### config.mk
export PLATFORM = sky130hd
export DESIGN_NAME = e1lt_line_term
export DESIGN_NICKNAME = d
export VERILOG_FILES = /design/src/e1lt_pkg.sv /design/src/e1lt_hdb3_dec.sv /design/src/e1lt_line_term.sv
export VERILOG_INCLUDE_DIRS = /design/src
export SDC_FILE = /design/constraint.sdc
export NUM_CORES = 1
export LEC_CHECK = 0
export BUFFER_PORTS_ARGS = -buffer_cell sky130_fd_sc_hd__buf_2
export CELL_PAD_IN_SITES_DETAIL_PLACEMENT = 1
export CELL_PAD_IN_SITES_GLOBAL_PLACEMENT = 1
export CORE_UTILIZATION = 30
export DETAILED_ROUTE_END_ITERATION = 10
export GPL_TIMING_DRIVEN = 0
export HOLD_SLACK_MARGIN = 0.02
export PLACE_DENSITY_LB_ADDON = 0.15
export SLEW_MARGIN = 15
export SYNTH_ARGS = -nofsm -noshare
export SYNTH_HDL_FRONTEND = slang
export SYNTH_SLANG_ARGS = --single-unit
### constraint.sdc
create_clock -name clk -period 4.95 [get_ports clk]
set_clock_uncertainty 0.05 [all_clocks]
set_input_delay 0.99 -clock clk [delete_from_list [all_inputs] [get_ports clk]]
set_output_delay 0.99 -clock clk [all_outputs]
set_load 0.01 [all_outputs]
### src/e1lt_consts.svh
// Constants of the E1 line terminal block: offsets, fields, resets, timing.
// Assumes inclusion by bare name from the design files of this folder.
`ifndef E1LT_CONSTS_SVH
`define E1LT_CONSTS_SVH

// ----------------------------------------------------------------------
// Register offsets (low byte of the AHB address)
// ----------------------------------------------------------------------
`define E1LT_OFS_CTRL 8'h00
`define E1LT_OFS_STATUS 8'h04
`define E1LT_OFS_MASK 8'h08
`define E1LT_OFS_LIVE 8'h0c

// ----------------------------------------------------------------------
// Field positions and codes
// ----------------------------------------------------------------------
`define E1LT_CTRL_HDB3 0
`define E1LT_CTRL_SINGLE 1
`define E1LT_CTRL_RZ 2
`define E1LT_CTRL_JA_LO 3
`define E1LT_CTRL_JA_HI 4
`define E1LT_JA_OFF 2'h0
`define E1LT_JA_TX 2'h1
`define E1LT_JA_RX 2'h2
`define E1LT_ST_LOS_ON 0
`define E1LT_ST_LOS_OFF 1
`define E1LT_ST_CV 2

// ----------------------------------------------------------------------
// Reset values
// ----------------------------------------------------------------------
`define E1LT_CTRL_RST 5'h01
`define E1LT_MASK_RST 3'h0

// ----------------------------------------------------------------------
// Timing: clock and line rates in kHz, pulse width in ns
// ----------------------------------------------------------------------
`define E1LT_CLK_KHZ 50000
`define E1LT_LINE_KHZ 2048
`define E1LT_BIT_CYCLES (`E1LT_CLK_KHZ / `E1LT_LINE_KHZ)
`define E1LT_CLK_NS 20
`define E1LT_PULSE_NS 244
`define E1LT_PULSE_CYCLES ((`E1LT_PULSE_NS + `E1LT_CLK_NS - 1) / `E1LT_CLK_NS)
`define E1LT_LOS_ZEROS 32

`endif

### src/e1lt_pkg.sv
// Types shared by the E1 line terminal design files.
// Assumes nothing of its surroundings.
package e1lt_pkg;
  // Transmit line pulse generator states
  typedef enum logic [1:0] {TX_IDLE, TX_PLUS, TX_MINUS} e1lt_tx_state_type;
  // Jitter attenuator placement code
  typedef logic [1:0] e1lt_ja_type;
endpackage

### src/e1lt_hdb3_dec.sv
// HDB3 decoder working on one recovered bit per strobe.
// Assumes strobes at the bit rate and one mark polarity per bit at most.
`timescale 1ns/1ps
`default_nettype none
module e1lt_hdb3_dec
(
  // Clock and asynchronous reset copy
  input wire logic clk,
  input wire logic rst_n,
  // Undecoded bit in
  input wire logic bitStb,
  input wire logic inPlus,
  input wire logic inMinus,
  // Decoded bit out, four bits later
  output logic outStb,
  output logic outPlus,
  output logic outMinus,
  output logic violation
);
  import e1lt_pkg::*;

  logic [3:0] stgP, stgN, stgV, next_stgP, next_stgN, next_stgV;
  logic lastNeg, next_lastNeg;
  logic next_outStb, next_outPlus, next_outMinus, next_violation;
  logic mark, isV;

  // ----------------------------------------------------------------------
  // Four-bit window: a violation after two empty slots wipes itself and the three bits before it
  // ----------------------------------------------------------------------
  always_comb
  begin
    mark = inPlus | inMinus;
    isV = mark & (inMinus == lastNeg);
    next_stgP = stgP;
    next_stgN = stgN;
    next_stgV = stgV;
    next_lastNeg = lastNeg;
    next_outStb = bitStb;
    next_outPlus = outPlus;
    next_outMinus = outMinus;
    next_violation = violation;
    if (bitStb)
    begin
      next_outPlus = stgP[3];
      next_outMinus = stgN[3];
      next_violation = stgV[3];
      next_stgP = {stgP[2:0], inPlus};
      next_stgN = {stgN[2:0], inMinus};
      next_stgV = {stgV[2:0], 1'b0};
      if (mark)
        next_lastNeg = inMinus;
      // 000V and B00V both show two empty slots before the violation
      if (isV && !(stgP[0] | stgN[0] | stgP[1] | stgN[1]))
      begin
        next_stgP = 4'h0;
        next_stgN = 4'h0;
        next_stgV = 4'h0;
      end
      else if (isV)
        next_stgV = {stgV[2:0], 1'b1};
    end
  end

  // Register the window; first mark is taken as positive after reset
  always_ff @(posedge clk or negedge rst_n)
  begin
    if (!rst_n)
    begin
      stgP <= 4'h0;
      stgN <= 4'h0;
      stgV <= 4'h0;
      lastNeg <= 1'b1;
      outStb <= 1'b0;
      outPlus <= 1'b0;
      outMinus <= 1'b0;
      violation <= 1'b0;
    end
    else
    begin
      stgP <= next_stgP;
      stgN <= next_stgN;
      stgV <= next_stgV;
      lastNeg <= next_lastNeg;
      outStb <= next_outStb;
      outPlus <= next_outPlus;
      outMinus <= next_outMinus;
      violation <= next_violation;
    end
  end
endmodule // e1lt_hdb3_dec
`default_nettype wire

### src/e1lt_line_term.sv
// E1 line terminal logic: transmit rail sampling, receive recovery,
// HDB3 decode, jitter attenuator, loss of signal, AHB-Lite registers.
// Assumes pins arrive asynchronous to clk (50 MHz) and are oversampled.
`timescale 1ns/1ps
`default_nettype none
`include "e1lt_consts.svh"

// Behaviour
// - Rails captured on transmit clock falling edge
// - Plus rail one alone gives positive line mark
// - Minus rail one alone gives negative line mark
// - Positive received mark pulses plus rail output
// - Negative received mark pulses minus rail output
// - HDB3 decoder used only when selected
// - Output NRZ or RZ, dual or single rail
// - Single rail: data plus, violation minus
// - Digital PLL recovers receive bit timing
// - Jitter attenuator in transmit, receive, or bypassed
// - Loss-of-signal detector flags absent line activity
module e1lt_line_term
#(
  parameter int BIT_CYCLES = `E1LT_BIT_CYCLES,
  parameter int PULSE_CYCLES = `E1LT_PULSE_CYCLES,
  parameter int LOS_ZEROS = `E1LT_LOS_ZEROS
)
(
  // Clock and reset
  input wire logic clk,
  input wire logic arst_n,
  // AHB-Lite slave
  input wire logic hsel,
  input wire logic [31:0] haddr,
  input wire logic [1:0] htrans,
  input wire logic hwrite,
  input wire logic [2:0] hsize,
  input wire logic [31:0] hwdata,
  input wire logic hready,
  output logic hreadyout,
  output logic hresp,
  output logic [31:0] hrdata,
  output logic irq,
  // Transmit terminal side
  input wire logic tx_bit_clock,
  input wire logic tx_plus_rail_in,
  input wire logic tx_minus_rail_in,
  // Line side marks
  input wire logic line_in_a,
  input wire logic line_in_b,
  output logic line_out_a,
  output logic line_out_b,
  // Receive terminal side
  output logic rx_plus_rail_out,
  output logic rx_minus_rail_out,
  output logic code_violation_flag,
  output logic signal_absent_flag
);
  import e1lt_pkg::*;

  localparam logic [5:0] BIT_LAST = 6'(BIT_CYCLES - 1);
  localparam logic [5:0] MID = 6'(BIT_CYCLES / 2);
  localparam logic [5:0] PULSE_LAST = 6'(PULSE_CYCLES - 1);
  localparam logic [7:0] LOS_LAST = 8'(LOS_ZEROS - 1);

  // ----------------------------------------------------------------------
  // Reset release and pin synchronisers
  // ----------------------------------------------------------------------
  logic [1:0] rstPipe;
  logic rstN;
  logic [4:0] pins, s1, s2, s3, pinF, next_pinF, pinPrev;

  assign rstN = rstPipe[1];
  assign pins = {line_in_b, line_in_a, tx_minus_rail_in, tx_plus_rail_in,
                 tx_bit_clock};
  // A pin level counts once the second and third stages agree
  assign next_pinF = (~(s2 ^ s3) & s2) | ((s2 ^ s3) & pinF);

  always_ff @(posedge clk or negedge arst_n)
  begin
    if (!arst_n)
      rstPipe <= 2'h0;
    else
      rstPipe <= {rstPipe[0], 1'b1};
  end

  // Three stages plus the filtered copy and its previous value
  always_ff @(posedge clk or negedge rstN)
  begin
    if (!rstN)
    begin
      s1 <= 5'h00;
      s2 <= 5'h00;
      s3 <= 5'h00;
      pinF <= 5'h00;
      pinPrev <= 5'h00;
    end
    else
    begin
      s1 <= pins;
      s2 <= s1;
      s3 <= s2;
      pinF <= next_pinF;
      pinPrev <= pinF;
    end
  end

  // ----------------------------------------------------------------------
  // Datapath: transmit, receive recovery, jitter attenuator, outputs
  // ----------------------------------------------------------------------
  logic [4:0] ctrl;
  e1lt_ja_type jaSel;
  logic txFall, markP, markN, rxTick, jaTick, srcTick;
  logic selStb, selP, selN, selV, decStb, decP, decN, decV;
  logic txGo, goP, goN, goV, outGo;
  e1lt_tx_state_type txState, next_txState;
  logic [5:0] txCnt, next_txCnt, jaCnt, next_jaCnt, jaPer, next_jaPer;
  logic [5:0] rxPh, next_rxPh, rxCnt, next_rxCnt;
  logic [7:0] zeroCnt, next_zeroCnt;
  logic jaHP, jaHN, jaHV, next_jaHP, next_jaHN, next_jaHV;
  logic pendP, pendN, next_pendP, next_pendN;
  logic rawStb, rawP, rawN, next_rawStb, next_rawP, next_rawN;
  logic next_lineA, next_lineB, next_rxPlus, next_rxMinus, next_cv;
  logic next_los, losOn, losOff;

  assign jaSel = ctrl[`E1LT_CTRL_JA_HI:`E1LT_CTRL_JA_LO];
  assign txFall = pinPrev[0] & ~pinF[0];
  assign markP = pinF[3] & ~pinPrev[3];
  assign markN = pinF[4] & ~pinPrev[4];
  assign rxTick = (rxPh == BIT_LAST);
  assign jaTick = (jaCnt == jaPer - 6'h01);

  // Decoder sits in the path only when selected
  assign selStb = ctrl[`E1LT_CTRL_HDB3] ? decStb : rawStb;
  assign selP = ctrl[`E1LT_CTRL_HDB3] ? decP : rawP;
  assign selN = ctrl[`E1LT_CTRL_HDB3] ? decN : rawN;
  assign selV = ctrl[`E1LT_CTRL_HDB3] & decV;

  e1lt_hdb3_dec u_dec
  (
    .clk(clk),
    .rst_n(rstN),
    .bitStb(rawStb),
    .inPlus(rawP),
    .inMinus(rawN),
    .outStb(decStb),
    .outPlus(decP),
    .outMinus(decN),
    .violation(decV)
  );

  always_comb
  begin
    // Attenuator source: transmit falling edges or receive bit strobes
    srcTick = (jaSel == `E1LT_JA_TX) ? txFall :
              (jaSel == `E1LT_JA_RX) ? selStb : 1'b0;
    next_jaCnt = jaTick ? 6'h00 : jaCnt + 6'h01;
    next_jaPer = jaPer;
    // Period moves by one cycle per bit only, which smooths the jitter;
    // early bits shorten it and late ones lengthen it, so the tick
    // settles half a period away from the bits and never slips one
    if (srcTick && jaCnt < (jaPer >> 1) && jaPer > BIT_LAST)
      next_jaPer = jaPer - 6'h01;
    else if (srcTick && jaCnt >= (jaPer >> 1) && jaPer < BIT_LAST + 6'h03)
      next_jaPer = jaPer + 6'h01;
    next_jaHP = jaTick ? 1'b0 : jaHP;
    next_jaHN = jaTick ? 1'b0 : jaHN;
    next_jaHV = jaTick ? 1'b0 : jaHV;
    // Load after clear, so a bit arriving on the tick is kept
    if (srcTick)
    begin
      next_jaHP = (jaSel == `E1LT_JA_TX) ? pinF[1] : selP;
      next_jaHN = (jaSel == `E1LT_JA_TX) ? pinF[2] : selN;
      next_jaHV = (jaSel == `E1LT_JA_RX) & selV;
    end

    // Transmit pulse generator; both rails high is not a valid mark
    txGo = (jaSel == `E1LT_JA_TX) ? jaTick : txFall;
    goP = (jaSel == `E1LT_JA_TX) ? jaHP : pinF[1];
    goN = (jaSel == `E1LT_JA_TX) ? jaHN : pinF[2];
    next_txState = txState;
    next_txCnt = txCnt + 6'h01;
    if (txGo && goP && !goN)
    begin
      next_txState = TX_PLUS;
      next_txCnt = 6'h00;
    end
    else if (txGo && goN && !goP)
    begin
      next_txState = TX_MINUS;
      next_txCnt = 6'h00;
    end
    else
    begin
      case (txState)
        TX_PLUS, TX_MINUS:
          if (txCnt == PULSE_LAST)
            next_txState = TX_IDLE;
        TX_IDLE:
          next_txCnt = 6'h00;
        default:
          next_txState = TX_IDLE;
      endcase
    end
    next_lineA = (next_txState == TX_PLUS);
    next_lineB = (next_txState == TX_MINUS);

    // Receive DPLL: marks pull the bit phase toward mid-bit
    next_rxPh = rxTick ? 6'h00 : rxPh + 6'h01;
    if ((markP | markN) && !rxTick && rxPh < MID)
      next_rxPh = rxPh + 6'h02;
    else if ((markP | markN) && !rxTick && rxPh > MID)
      next_rxPh = rxPh;
    // A mark on the tick goes to the closing bit only, never twice
    next_pendP = rxTick ? 1'b0 : pendP | markP;
    next_pendN = rxTick ? 1'b0 : pendN | markN;
    next_rawStb = rxTick;
    next_rawP = rxTick ? pendP | markP : rawP;
    next_rawN = rxTick ? pendN | markN : rawN;

    // Loss of signal: a run of empty bits sets it, any mark clears it
    next_zeroCnt = zeroCnt;
    next_los = signal_absent_flag;
    if (rxTick && (pendP | markP | pendN | markN))
    begin
      next_zeroCnt = 8'h00;
      next_los = 1'b0;
    end
    else if (rxTick && zeroCnt == LOS_LAST)
      next_los = 1'b1;
    else if (rxTick)
      next_zeroCnt = zeroCnt + 8'h01;
    losOn = next_los & ~signal_absent_flag;
    losOff = ~next_los & signal_absent_flag;

    // Receive rails: NRZ holds a full bit, RZ only the first half
    outGo = (jaSel == `E1LT_JA_RX) ? jaTick : selStb;
    next_rxCnt = (rxCnt == BIT_LAST) ? rxCnt : rxCnt + 6'h01;
    next_rxPlus = rx_plus_rail_out;
    next_rxMinus = rx_minus_rail_out;
    next_cv = code_violation_flag;
    if (outGo)
    begin
      next_rxCnt = 6'h00;
      next_cv = (jaSel == `E1LT_JA_RX) ? jaHV : selV;
      if ((jaSel == `E1LT_JA_RX) ? jaHP : selP)
        next_rxPlus = 1'b1;
      else
        next_rxPlus = 1'b0;
      next_rxMinus = (jaSel == `E1LT_JA_RX) ? jaHN : selN;
      if (ctrl[`E1LT_CTRL_SINGLE])
      begin
        next_rxPlus = (jaSel == `E1LT_JA_RX) ? jaHP | jaHN : selP | selN;
        next_rxMinus = next_cv;
      end
    end
    else if (ctrl[`E1LT_CTRL_RZ] && rxCnt == MID - 6'h01)
    begin
      next_rxPlus = 1'b0;
      next_rxMinus = 1'b0;
      next_cv = 1'b0;
    end
  end

  // Register the datapath
  always_ff @(posedge clk or negedge rstN)
  begin
    if (!rstN)
    begin
      txState <= TX_IDLE;
      txCnt <= 6'h00;
      jaCnt <= 6'h00;
      jaPer <= 6'(BIT_CYCLES);
      jaHP <= 1'b0;
      jaHN <= 1'b0;
      jaHV <= 1'b0;
      rxPh <= 6'h00;
      rxCnt <= 6'h00;
      zeroCnt <= 8'h00;
      pendP <= 1'b0;
      pendN <= 1'b0;
      rawStb <= 1'b0;
      rawP <= 1'b0;
      rawN <= 1'b0;
      line_out_a <= 1'b0;
      line_out_b <= 1'b0;
      rx_plus_rail_out <= 1'b0;
      rx_minus_rail_out <= 1'b0;
      code_violation_flag <= 1'b0;
      signal_absent_flag <= 1'b0;
    end
    else
    begin
      txState <= next_txState;
      txCnt <= next_txCnt;
      jaCnt <= next_jaCnt;
      jaPer <= next_jaPer;
      jaHP <= next_jaHP;
      jaHN <= next_jaHN;
      jaHV <= next_jaHV;
      rxPh <= next_rxPh;
      rxCnt <= next_rxCnt;
      zeroCnt <= next_zeroCnt;
      pendP <= next_pendP;
      pendN <= next_pendN;
      rawStb <= next_rawStb;
      rawP <= next_rawP;
      rawN <= next_rawN;
      line_out_a <= next_lineA;
      line_out_b <= next_lineB;
      rx_plus_rail_out <= next_rxPlus;
      rx_minus_rail_out <= next_rxMinus;
      code_violation_flag <= next_cv;
      signal_absent_flag <= next_los;
    end
  end

  // ----------------------------------------------------------------------
  // AHB-Lite registers and interrupt
  // ----------------------------------------------------------------------
  logic [2:0] status, mask, next_status, next_mask, evt, clr;
  logic [4:0] next_ctrl;
  logic wrPend, next_wrPend, addrOk, next_irq;
  logic [7:0] wrAddr, next_wrAddr;
  logic [31:0] next_hrdata;

  always_comb
  begin
    addrOk = hsel & htrans[1] & hready;
    next_wrPend = addrOk & hwrite;
    next_wrAddr = haddr[7:0];
    next_ctrl = ctrl;
    next_mask = mask;
    clr = 3'h0;
    // Write data arrives one cycle after its address phase
    if (wrPend)
    begin
      case (wrAddr)
        `E1LT_OFS_CTRL: next_ctrl = hwdata[4:0];
        `E1LT_OFS_MASK: next_mask = hwdata[2:0];
        `E1LT_OFS_STATUS: clr = hwdata[2:0];
        default: clr = 3'h0;
      endcase
    end
    evt = 3'h0;
    evt[`E1LT_ST_LOS_ON] = losOn;
    evt[`E1LT_ST_LOS_OFF] = losOff;
    evt[`E1LT_ST_CV] = selStb & selV;
    // A new event wins over a clear in the same cycle
    next_status = (status & ~clr) | evt;
    next_irq = |(next_status & next_mask);
    next_hrdata = hrdata;
    // Read data is ready for the data phase, so no wait states
    if (addrOk && !hwrite)
    begin
      case (haddr[7:0])
        `E1LT_OFS_CTRL: next_hrdata = {27'h0, ctrl};
        `E1LT_OFS_STATUS: next_hrdata = {29'h0, status};
        `E1LT_OFS_MASK: next_hrdata = {29'h0, mask};
        `E1LT_OFS_LIVE: next_hrdata = {26'h0, jaPer[4:0], signal_absent_flag};
        default: next_hrdata = 32'h0;
      endcase
    end
  end

  // Register the bus side
  always_ff @(posedge clk or negedge rstN)
  begin
    if (!rstN)
    begin
      ctrl <= `E1LT_CTRL_RST;
      mask <= `E1LT_MASK_RST;
      status <= 3'h0;
      wrPend <= 1'b0;
      wrAddr <= 8'h00;
      hrdata <= 32'h0;
      hreadyout <= 1'b0;
      hresp <= 1'b0;
      irq <= 1'b0;
    end
    else
    begin
      ctrl <= next_ctrl;
      mask <= next_mask;
      status <= next_status;
      wrPend <= next_wrPend;
      wrAddr <= next_wrAddr;
      hrdata <= next_hrdata;
      hreadyout <= 1'b1;
      hresp <= 1'b0;
      irq <= next_irq;
    end
  end
endmodule // e1lt_line_term
`default_nettype wire

# Yosys cells after proc, flatten, opt, wreduce, memory -nomap -nowiden
# Cells that the tools add are included.
# word_totals
register_bits	152
inputBits	79
out_inout_bits	41
wordCells	205
# op_classes
add_sub_neg	8
n_lt_le_gt_ge	6
n_eq_ne	21
n_mux	57
bitwise	37
reduce_logical	33
# ops
operator	n
$mux W6	11
$mux W1	31
$add A6 B1 Y6 const B	5
$eq A8 B4 Y1 const B	3
$mux W8	3
$pmux W6 S4	1
$eq A8 B3 Y1 const B	2
$logic_and A1 B1 Y1	16
$logic_not A8 Y1	2
$and A1 B1 Y1	12
$eq A6 B4 Y1 const B	2
$eq A6 B5 Y1 const B	2
$mux W3	4
$mux W4	3
$or A1 B1 Y1	11
$and A5 B5 Y5	2
$add A8 B1 Y8 const B	1
$eq A8 B5 Y1 const B	1
$reduce_bool A2 Y1	4
$add A6 B2 Y6 const B	1
$and A3 B3 Y3	2
$eq A2 B1 Y1 const B	3
$eq A2 B2 Y1 const B	3
$eq A6 B6 Y1	1
22 further kinds	36

# Depth between registers and ports, before layout
# Gate-level depths: netlist (run 1).
# logic_depth
depth_word	12
mapped_depth	9
ltp_nobuf	8

# By module
# Synthesis (run 1) repeated with hierarchy kept, for this count alone.
# unflattened
cells_unflattened	513
hier_area_um2	5791.8
# by_module_without_submodules
mod	instances	cells_each	area_each_um2	seq_area_each_um2
e1lt_line_term	1	462	5091.1	2681.3
e1lt_hdb3_dec	1	51	700.7	426.7

# Worst setup path after synthesis (run 1)
# No wires, ideal clock.
# synth_path
path_kind	input-to-reg
startpoint	in haddr[1]
endpoint	reg hrdata[0]
setup_time_ps	83
arrival_ps	2108
t_required_ps	4817
slack_ps	2709
path_stages	3
path_buffers	0
path_cell_list	or4_1 > or4_1 > o21ai_0
# synth_between
elab_chain_len	2
word_cells_on_any_way	5
classes_between	eq/ne (3); mux (1); reduce/logical (1)
# synth_lines
element	line	text
start: declaration	e1lt_line_term.sv:32	input wire logic [31:0] haddr,
$eq A8 B4 Y1, or another cell as far along	e1lt_line_term.sv:354	case (haddr[7:0])
$pmux W6 S4 *	e1lt_line_term.sv:354	
end signal: assignment	e1lt_line_term.sv:386	hrdata <= next_hrdata;
end: declaration	e1lt_line_term.sv:40	output logic [31:0] hrdata,
# Mark *: on every way between the ends. The rest lies on a longest branch, timed or not.
# A chain may end at the register's enable or synchronous reset.

# Worst setup path after layout (run 1)
# layout_path
startpoint	reg jaPer[4]
endpoint	reg jaPer[4]
# layout_between
elab_chain_len	4
word_cells_on_any_way	13
classes_between	add/sub (2); order compare (4); mux (2); reduce/logical (5)
# layout_lines
element	line	text
start: declaration	e1lt_line_term.sv:115	logic [5:0] txCnt, next_txCnt, jaCnt, next_jaCnt, jaPer, next_jaPer;
start signal: assignment	e1lt_line_term.sv:271	jaPer <= 6'(BIT_CYCLES);
start signal: assignment	e1lt_line_term.sv:295	jaPer <= next_jaPer;
$lt A6 B5 Y1 / $ge A6 B5 Y1 (equally long branches)	e1lt_line_term.sv:160, e1lt_line_term.sv:162	
$logic_and A1 B1 Y1 (on tied branches) (2 in series)	e1lt_line_term.sv:160, e1lt_line_term.sv:162	
$mux W6 / $reduce_bool A2 Y1 (equally long branches)	--	
# Several ways; a longest one is shown, not always the timed one. The select of a mux whose other input is x is not followed.

==> results.sh, run 1 <==
export IMPL_path_class="flop to flop"
export IMPL_reg2reg_slack_ps=2410
export IMPL_htree_levels=4
export IMPL_grt_setup_unrepaired="no"
export IMPL_synth_main_ff_cell="dfrtp_1"
export IMPL_gp_congestion=0.785
export IMPL_ys_ff_latch=124
export IMPL_synthArstFlopShare=1.00
export IMPL_row_count=50
export IMPL_final_common_cell="dfrtp_1"
export IMPL_maxUsedRoutingLayer="met5"
export IMPL_max_freq_mhz=393
export IMPL_first_pass_iters=4
export IMPL_syn_to_final_growth_pct=22.2
export IMPL_syn_area_um2=5730
export IMPL_diodes=0
export IMPL_clockRootBuffer="clkbuf_16"
export IMPL_clk_pin_slew_ps=60
export IMPL_wl_um=12500
export IMPL_final_cell_mix="119 x dfrtp_1, 45 x nand2_1, 44 x nor2_1, 40 x buf_2, 30 x inv_1"
export IMPL_hold_buffers=0
export IMPL_reg2reg_to="jaPer[4]"
export IMPL_finalHoldViolCount=0
export IMPL_worstSetupEndpointType="flop"
export IMPL_drtIter0Drc=212
export IMPL_place_worst_setup_slack_ps=2400
export IMPL_fillerInstances=2072
export IMPL_worstSetupStartpoint="jaPer[4]"
export IMPL_ys_warn_count=0
export IMPL_placed_cell_area_um2=6360
export IMPL_period_share=0.514
export IMPL_crit_required_ps=5250
export IMPL_power_density_nw_per_um2=444
export IMPL_hold_path_class="flop to async pin"
export IMPL_cts_made_buffers=17
export IMPL_rr_worst_depth=8
export IMPL_max_cap_viol_count=0
export IMPL_slew_violations=0
export IMPL_seq_area_frac_synth=0.543
export IMPL_final_nets=695
export IMPL_antenna_found_initial=1
export IMPL_grt_overflow=0
export IMPL_post_cts_buffers=0
export IMPL_start_util=0.306
export IMPL_die_x_um=140
export IMPL_cp_max_fo=6
export IMPL_grt_first_pass_wirelength_um=21600
export IMPL_fin_crit_ps=2540
export IMPL_die_h_um=140
export IMPL_setup_viol=0
export IMPL_arrival_ps=2840
export IMPL_clk_latency_ps=420
export IMPL_grt_max_degree=59
export IMPL_synth_edff_count=0
export IMPL_syn_inst=514
export IMPL_clkSinkCount=124
export IMPL_crit_path_end="jaPer[4]"
export IMPL_port_buffers=37
export IMPL_worst_setup_path_start_kind="flop"
export IMPL_ant_nets=0
export IMPL_timing_final_ws_setup_ps=2410
export IMPL_stdcell_area_um2=7000
export IMPL_cts_tree="built"
export IMPL_wl_met3_um=404
export IMPL_slew_headroom=0.521
export IMPL_yosysUniqueCellTypes=63
export IMPL_ir_drop_v=0.000246
export IMPL_grtUsageTotal=0.142
export IMPL_route_detailed_drc=0
export IMPL_post_drt_wl_per_cell_um=14.8
export IMPL_leakagePower_uw=0.00325
export IMPL_ios=120
export IMPL_status="completed"
export IMPL_multi_input_area_um2=2360
export IMPL_syn_area_per_cell_um2=11.1
export IMPL_drive_above_1_share=0.227
export IMPL_grt_pass1_vias=4307
export IMPL_vias=3935
export IMPL_seq_area_um2=3110
export IMPL_wl_met1_um=5620
export IMPL_viasPerCell=4.65
export IMPL_dp_hpwl_um=8950
export IMPL_route_met2_wl_um=6170
export IMPL_whs_ps=160
export IMPL_worst_pin_slew_ps=712
export IMPL_core_um2=18700
export IMPL_cts_resized=0
export IMPL_clk_path_buf_depth=2
export IMPL_r2r_start="jaPer[4]"
export IMPL_dieArea_um2=19600
[metrics by stage]
| stage | instances | setup TNS (ps) | power, uW | util |
|---|---|---|---|---|
| 4_1_cts | 846 | 0 | 3170 | 0.374 |
| 3_5_place_dp | 814 | 0 | 1810 | 0.340 |
| 3_3_place_gp | 812 | -37840 | 1770 | 0.337 |
| 5_1_grt | 846 | 0 | 3300 | 0.374 |
| 6_report | 846 | 0 | 3110 | 0.374 |
| 2_1_floorplan | 541 | 0 | 1640 | - |
[layout make-up]
| cell class | instances | area share |
|---|---|---|
| timing repair buffer | 39 | 0.0343 |
| tap | 234 | 0.0418 |
| inverter | 30 | 0.0161 |
| clock buffer | 18 | 0.0628 |
| clock inverter | 14 | 0.0277 |
| sequential | 124 | 0.445 |
| buffer | 35 | 0.0349 |
| multi-input combinational | 352 | 0.338 |
[worst max-delay path, cell delays in order (launching register included)]
cell	delay, ps
dfstp_2	600
inv_1	110
ha_1	300
a21o_1	190
a211oi_1	410
o2111a_1	420
nand2_1	110
o41ai_1	110
xnor2_1	180
[worst min path at each step]
stage	start	end	slack [ps]
detailed placement	rstPipe[1]	rxPh[1]	170
finish	rstPipe[1]	s1[3]	160
CTS	rstPipe[1]	s2[3]	170
floorplan	rstPipe[0]	rstPipe[1]	280
global route	rstPipe[1]	s1[3]	190
global placement	s1[3]	s2[3]	280
[synth_stat cells (3+ instances only)]
| cell | count | share of area |
|---|---|---|
| nor2_1 | 44 | 0.029 |
| nor3b_1 | 3 | 0.0039 |
| nand2_1 | 45 | 0.029 |
| buf_4 | 27 | 0.035 |
| xnor2_1 | 15 | 0.023 |
| a211oi_1 | 4 | 0.0052 |
| clkbuf_1 | 4 | 0.0026 |
| mux2i_1 | 6 | 0.010 |
| nand4b_1 | 3 | 0.0046 |
| a22oi_1 | 3 | 0.0039 |
| a22o_1 | 3 | 0.0046 |
| buf_2 | 3 | 0.0026 |
| mux4_2 | 3 | 0.012 |
| nand3_1 | 15 | 0.013 |
| or4_1 | 3 | 0.0039 |
| dfrtp_1 | 120 | 0.52 |
| nand2b_1 | 11 | 0.012 |
| nor2b_1 | 10 | 0.011 |
| xor2_1 | 15 | 0.023 |
| ha_1 | 17 | 0.037 |
| and3_1 | 3 | 0.0033 |
| a21oi_1 | 16 | 0.014 |
| mux2_2 | 18 | 0.035 |
| inv_1 | 30 | 0.020 |
| maj3_1 | 5 | 0.0087 |
| o21ai_0 | 26 | 0.023 |
| dfstp_2 | 4 | 0.018 |
| nand3b_1 | 3 | 0.0039 |
| nand4_1 | 6 | 0.0066 |
| o22ai_1 | 4 | 0.0044 |
| a31oi_1 | 3 | 0.0033 |
[kinds of logic after synthesis]
family                     after synthesis  share of synthesized area
adders and majority gates               22                     0.0459
muxes                                   28                     0.0603
xor gates and xnor gates                30                     0.0459
AOI/OAI and AO/OA                       79                     0.0911
and+or+nand+nor                        164                      0.151
DFF                                    124                      0.543
buffers and inverters                   65                     0.0623
other                                    2                    0.00131
[report_power, final]
group	leakage, uW	total, uW	internal [uW]	switching (uW)
Clock	0.000306	1330	856	476
Combinational	0.00139	501	228	273
Sequential	0.00155	1280	1150	130
Total	0.00325	3110	2230	879
[state kept, by name, summed over array words and instances (netlist names), 5 cells and up, named ones only]
name / count
s1: 5
hrdata: 6
s2: 5
zeroCnt: 8
s3: 5
txCnt: 6
jaCnt: 6
wrAddr: 8
jaPer: 6
ctrl: 5
rxPh: 6
rxCnt: 6
[routing by layer]
layer | vias up | track usage
li1 | 1895 | -
met3 | 23 | 0.0410
met2 | 50 | 0.233
met1 | 1965 | 0.170
met4 | 2 | 0.0682
met5 | - | 0
Note: power is estimated with default switching activity, not from simulation.
==> inputs of run 2 (changes only) <==
clock period = 2.64 ns   (was 4.95 ns; I/O delays follow)
==> run 2 against run 1 <==
Net effect: routed wire length down 1.4%; register-to-register slack lost 2200 ps; sequential power grew 87%; first-iteration DRC count shrank 27%; setup slack worse by 2200 ps; clock power grew 94%; cell count increased by 0.24%; largest power group unchanged; via count fell by 0.53%; sequential share of layout area decreased by 0.23 points; global-route usage decreased by 0.37 points; power is 91% higher.
==> results.sh, run 2 (synthesis gave the netlist of run 1 again) <==
export IMPL_vias=3914
export IMPL_route_detailed_drc=0
export IMPL_dieArea_um2=19600
export IMPL_grt_setup_unrepaired="no"
export IMPL_cts_made_buffers=17
export IMPL_final_common_cell="dfrtp_1"
export IMPL_power_density_nw_per_um2=842
export IMPL_ir_drop_v=0.000394
export IMPL_dp_hpwl_um=8680
export IMPL_stdcell_area_um2=7030
export IMPL_fin_crit_ps=2480
export IMPL_die_x_um=140
export IMPL_row_count=50
export IMPL_reg2reg_slack_ps=160
export IMPL_grt_max_degree=57
export IMPL_htree_levels=4
export IMPL_crit_required_ps=2940
export IMPL_hold_path_class="flop to async pin"
export IMPL_syn_to_final_growth_pct=22.8
export IMPL_rr_worst_depth=8
export IMPL_finalHoldViolCount=0
export IMPL_period_share=0.941
export IMPL_ant_nets=0
export IMPL_diodes=0
export IMPL_cts_tree="built"
export IMPL_reg2reg_to="jaPer[3]"
export IMPL_clkSinkCount=124
export IMPL_placed_cell_area_um2=6360
export IMPL_wl_um=12300
export IMPL_arrival_ps=2780
export IMPL_top_regs="wrAddr x8, zeroCnt x8"
export IMPL_timing_final_ws_setup_ps=156
export IMPL_drtIter0Drc=155
export IMPL_grtUsageTotal=0.138
export IMPL_worst_setup_path_start_kind="flop"
export IMPL_grt_overflow=0
export IMPL_max_freq_mhz=403
export IMPL_grt_first_pass_wirelength_um=21000
export IMPL_max_cap_viol_count=0
export IMPL_ios=120
export IMPL_start_util=0.306
export IMPL_leakagePower_uw=0.00328
export IMPL_viasPerCell=4.62
export IMPL_cp_max_fo=6
export IMPL_fillerInstances=2074
export IMPL_clk_path_buf_depth=2
export IMPL_antenna_found_initial=1
export IMPL_worst_pin_slew_ps=712
export IMPL_final_cell_count_no_fill=848
export IMPL_first_pass_iters=5
export IMPL_clk_pin_slew_ps=60
export IMPL_place_worst_setup_slack_ps=112
export IMPL_setup_viol=0
export IMPL_dp_cells=814
export IMPL_core_um2=18700
export IMPL_final_cell_mix="119 x dfrtp_1, 45 x nand2_1, 44 x nor2_1, 40 x buf_2, 30 x inv_1"
export IMPL_port_buffers=37
export IMPL_grt_pass1_vias=4119
export IMPL_path_class="flop to flop"
export IMPL_die_h_um=140
export IMPL_slew_headroom=0.521
export IMPL_final_nets=697
export IMPL_clk_latency_ps=420
export IMPL_drive_above_1_share=0.228
export IMPL_worstSetupEndpointType="flop"
export IMPL_status="completed"
export IMPL_clockRootBuffer="clkbuf_16"
export IMPL_post_drt_wl_per_cell_um=14.5
export IMPL_r2r_start="jaPer[4]"
export IMPL_slew_violations=0
export IMPL_gp_congestion=0.772
## run 2: power by group
| part | switching, uW | leakage [uW] | internal (uW) |
|---|---|---|---|
| Sequential | 246 | 0.00155 | 2150 |
| Clock | 864 | 0.000320 | 1720 |
| Combinational | 514 | 0.00141 | 433 |
## run 2: how the worst max path moves through the flow
| stage | from | end | slack, ps | cells past startpoint |
|---|---|---|---|---|
| after floorplan | jaPer[4] | jaPer[3] | 520 | 8 |
| after global placement | rstPipe[1] | jaPer[5] | -340 | 0 |
| after detailed placement | jaPer[1] | line_out_a | 110 | 8 |
| after CTS | jaPer[1] | line_out_a | 100 | 8 |
| after global routing | jaPer[4] | jaPer[3] | 10 | 8 |
| final | jaPer[4] | jaPer[3] | 160 | 8 |
## run 2: area by class of cell
class | instances | area (um^2) | share of cell area
multi-input combinational | 352 | 2360 | 0.336
timing repair buffer | 42 | 265 | 0.0377
tap | 234 | 293 | 0.0416
clock buffer | 20 | 457 | 0.0649
buffer | 34 | 240 | 0.0342
clock inverter | 12 | 191 | 0.0272
inverter | 30 | 113 | 0.0160
sequential | 124 | 3110 | 0.442
## run 2: layer usage
metal,wire [um],global-route usage
met1,5620,0.172
met2,6040,0.217
met3,392,0.0438
met4,269,0.0654
met5,13,0
## run 2: per-stage QoR
| stage | hold WS, ps | TNS (ps) | power, uW | util |
|---|---|---|---|---|
| final | 156 | 0 | 5920 | 0.376 |
| after global routing | 136 | 0 | 6280 | 0.376 |
| after CTS | 132 | 0 | 6050 | 0.375 |
| after detailed placement | 167 | 0 | 3380 | 0.340 |
| after global placement | 263 | -39130 | 3310 | 0.337 |
| after floorplan | 182 | 0 | 3080 | - |
## run 2: worst max-delay path, stage by stage, from the launching register on
cell,delay [ps]
dfstp_2,590
inv_1,110
ha_1,300
a21o_1,180
a211oi_1,400
o21ai_0,160
nand4_1,270
o32a_1,230
xnor2_1,120
## run 2: what timing repair did
action                                 in CTS  in global routing
setup buffers                               0                  2
setup endpoints to repair                   0                  6
hold buffers                                1                  0
endpoints found under the hold margin       2                  0
gates resized for setup                     0                  0
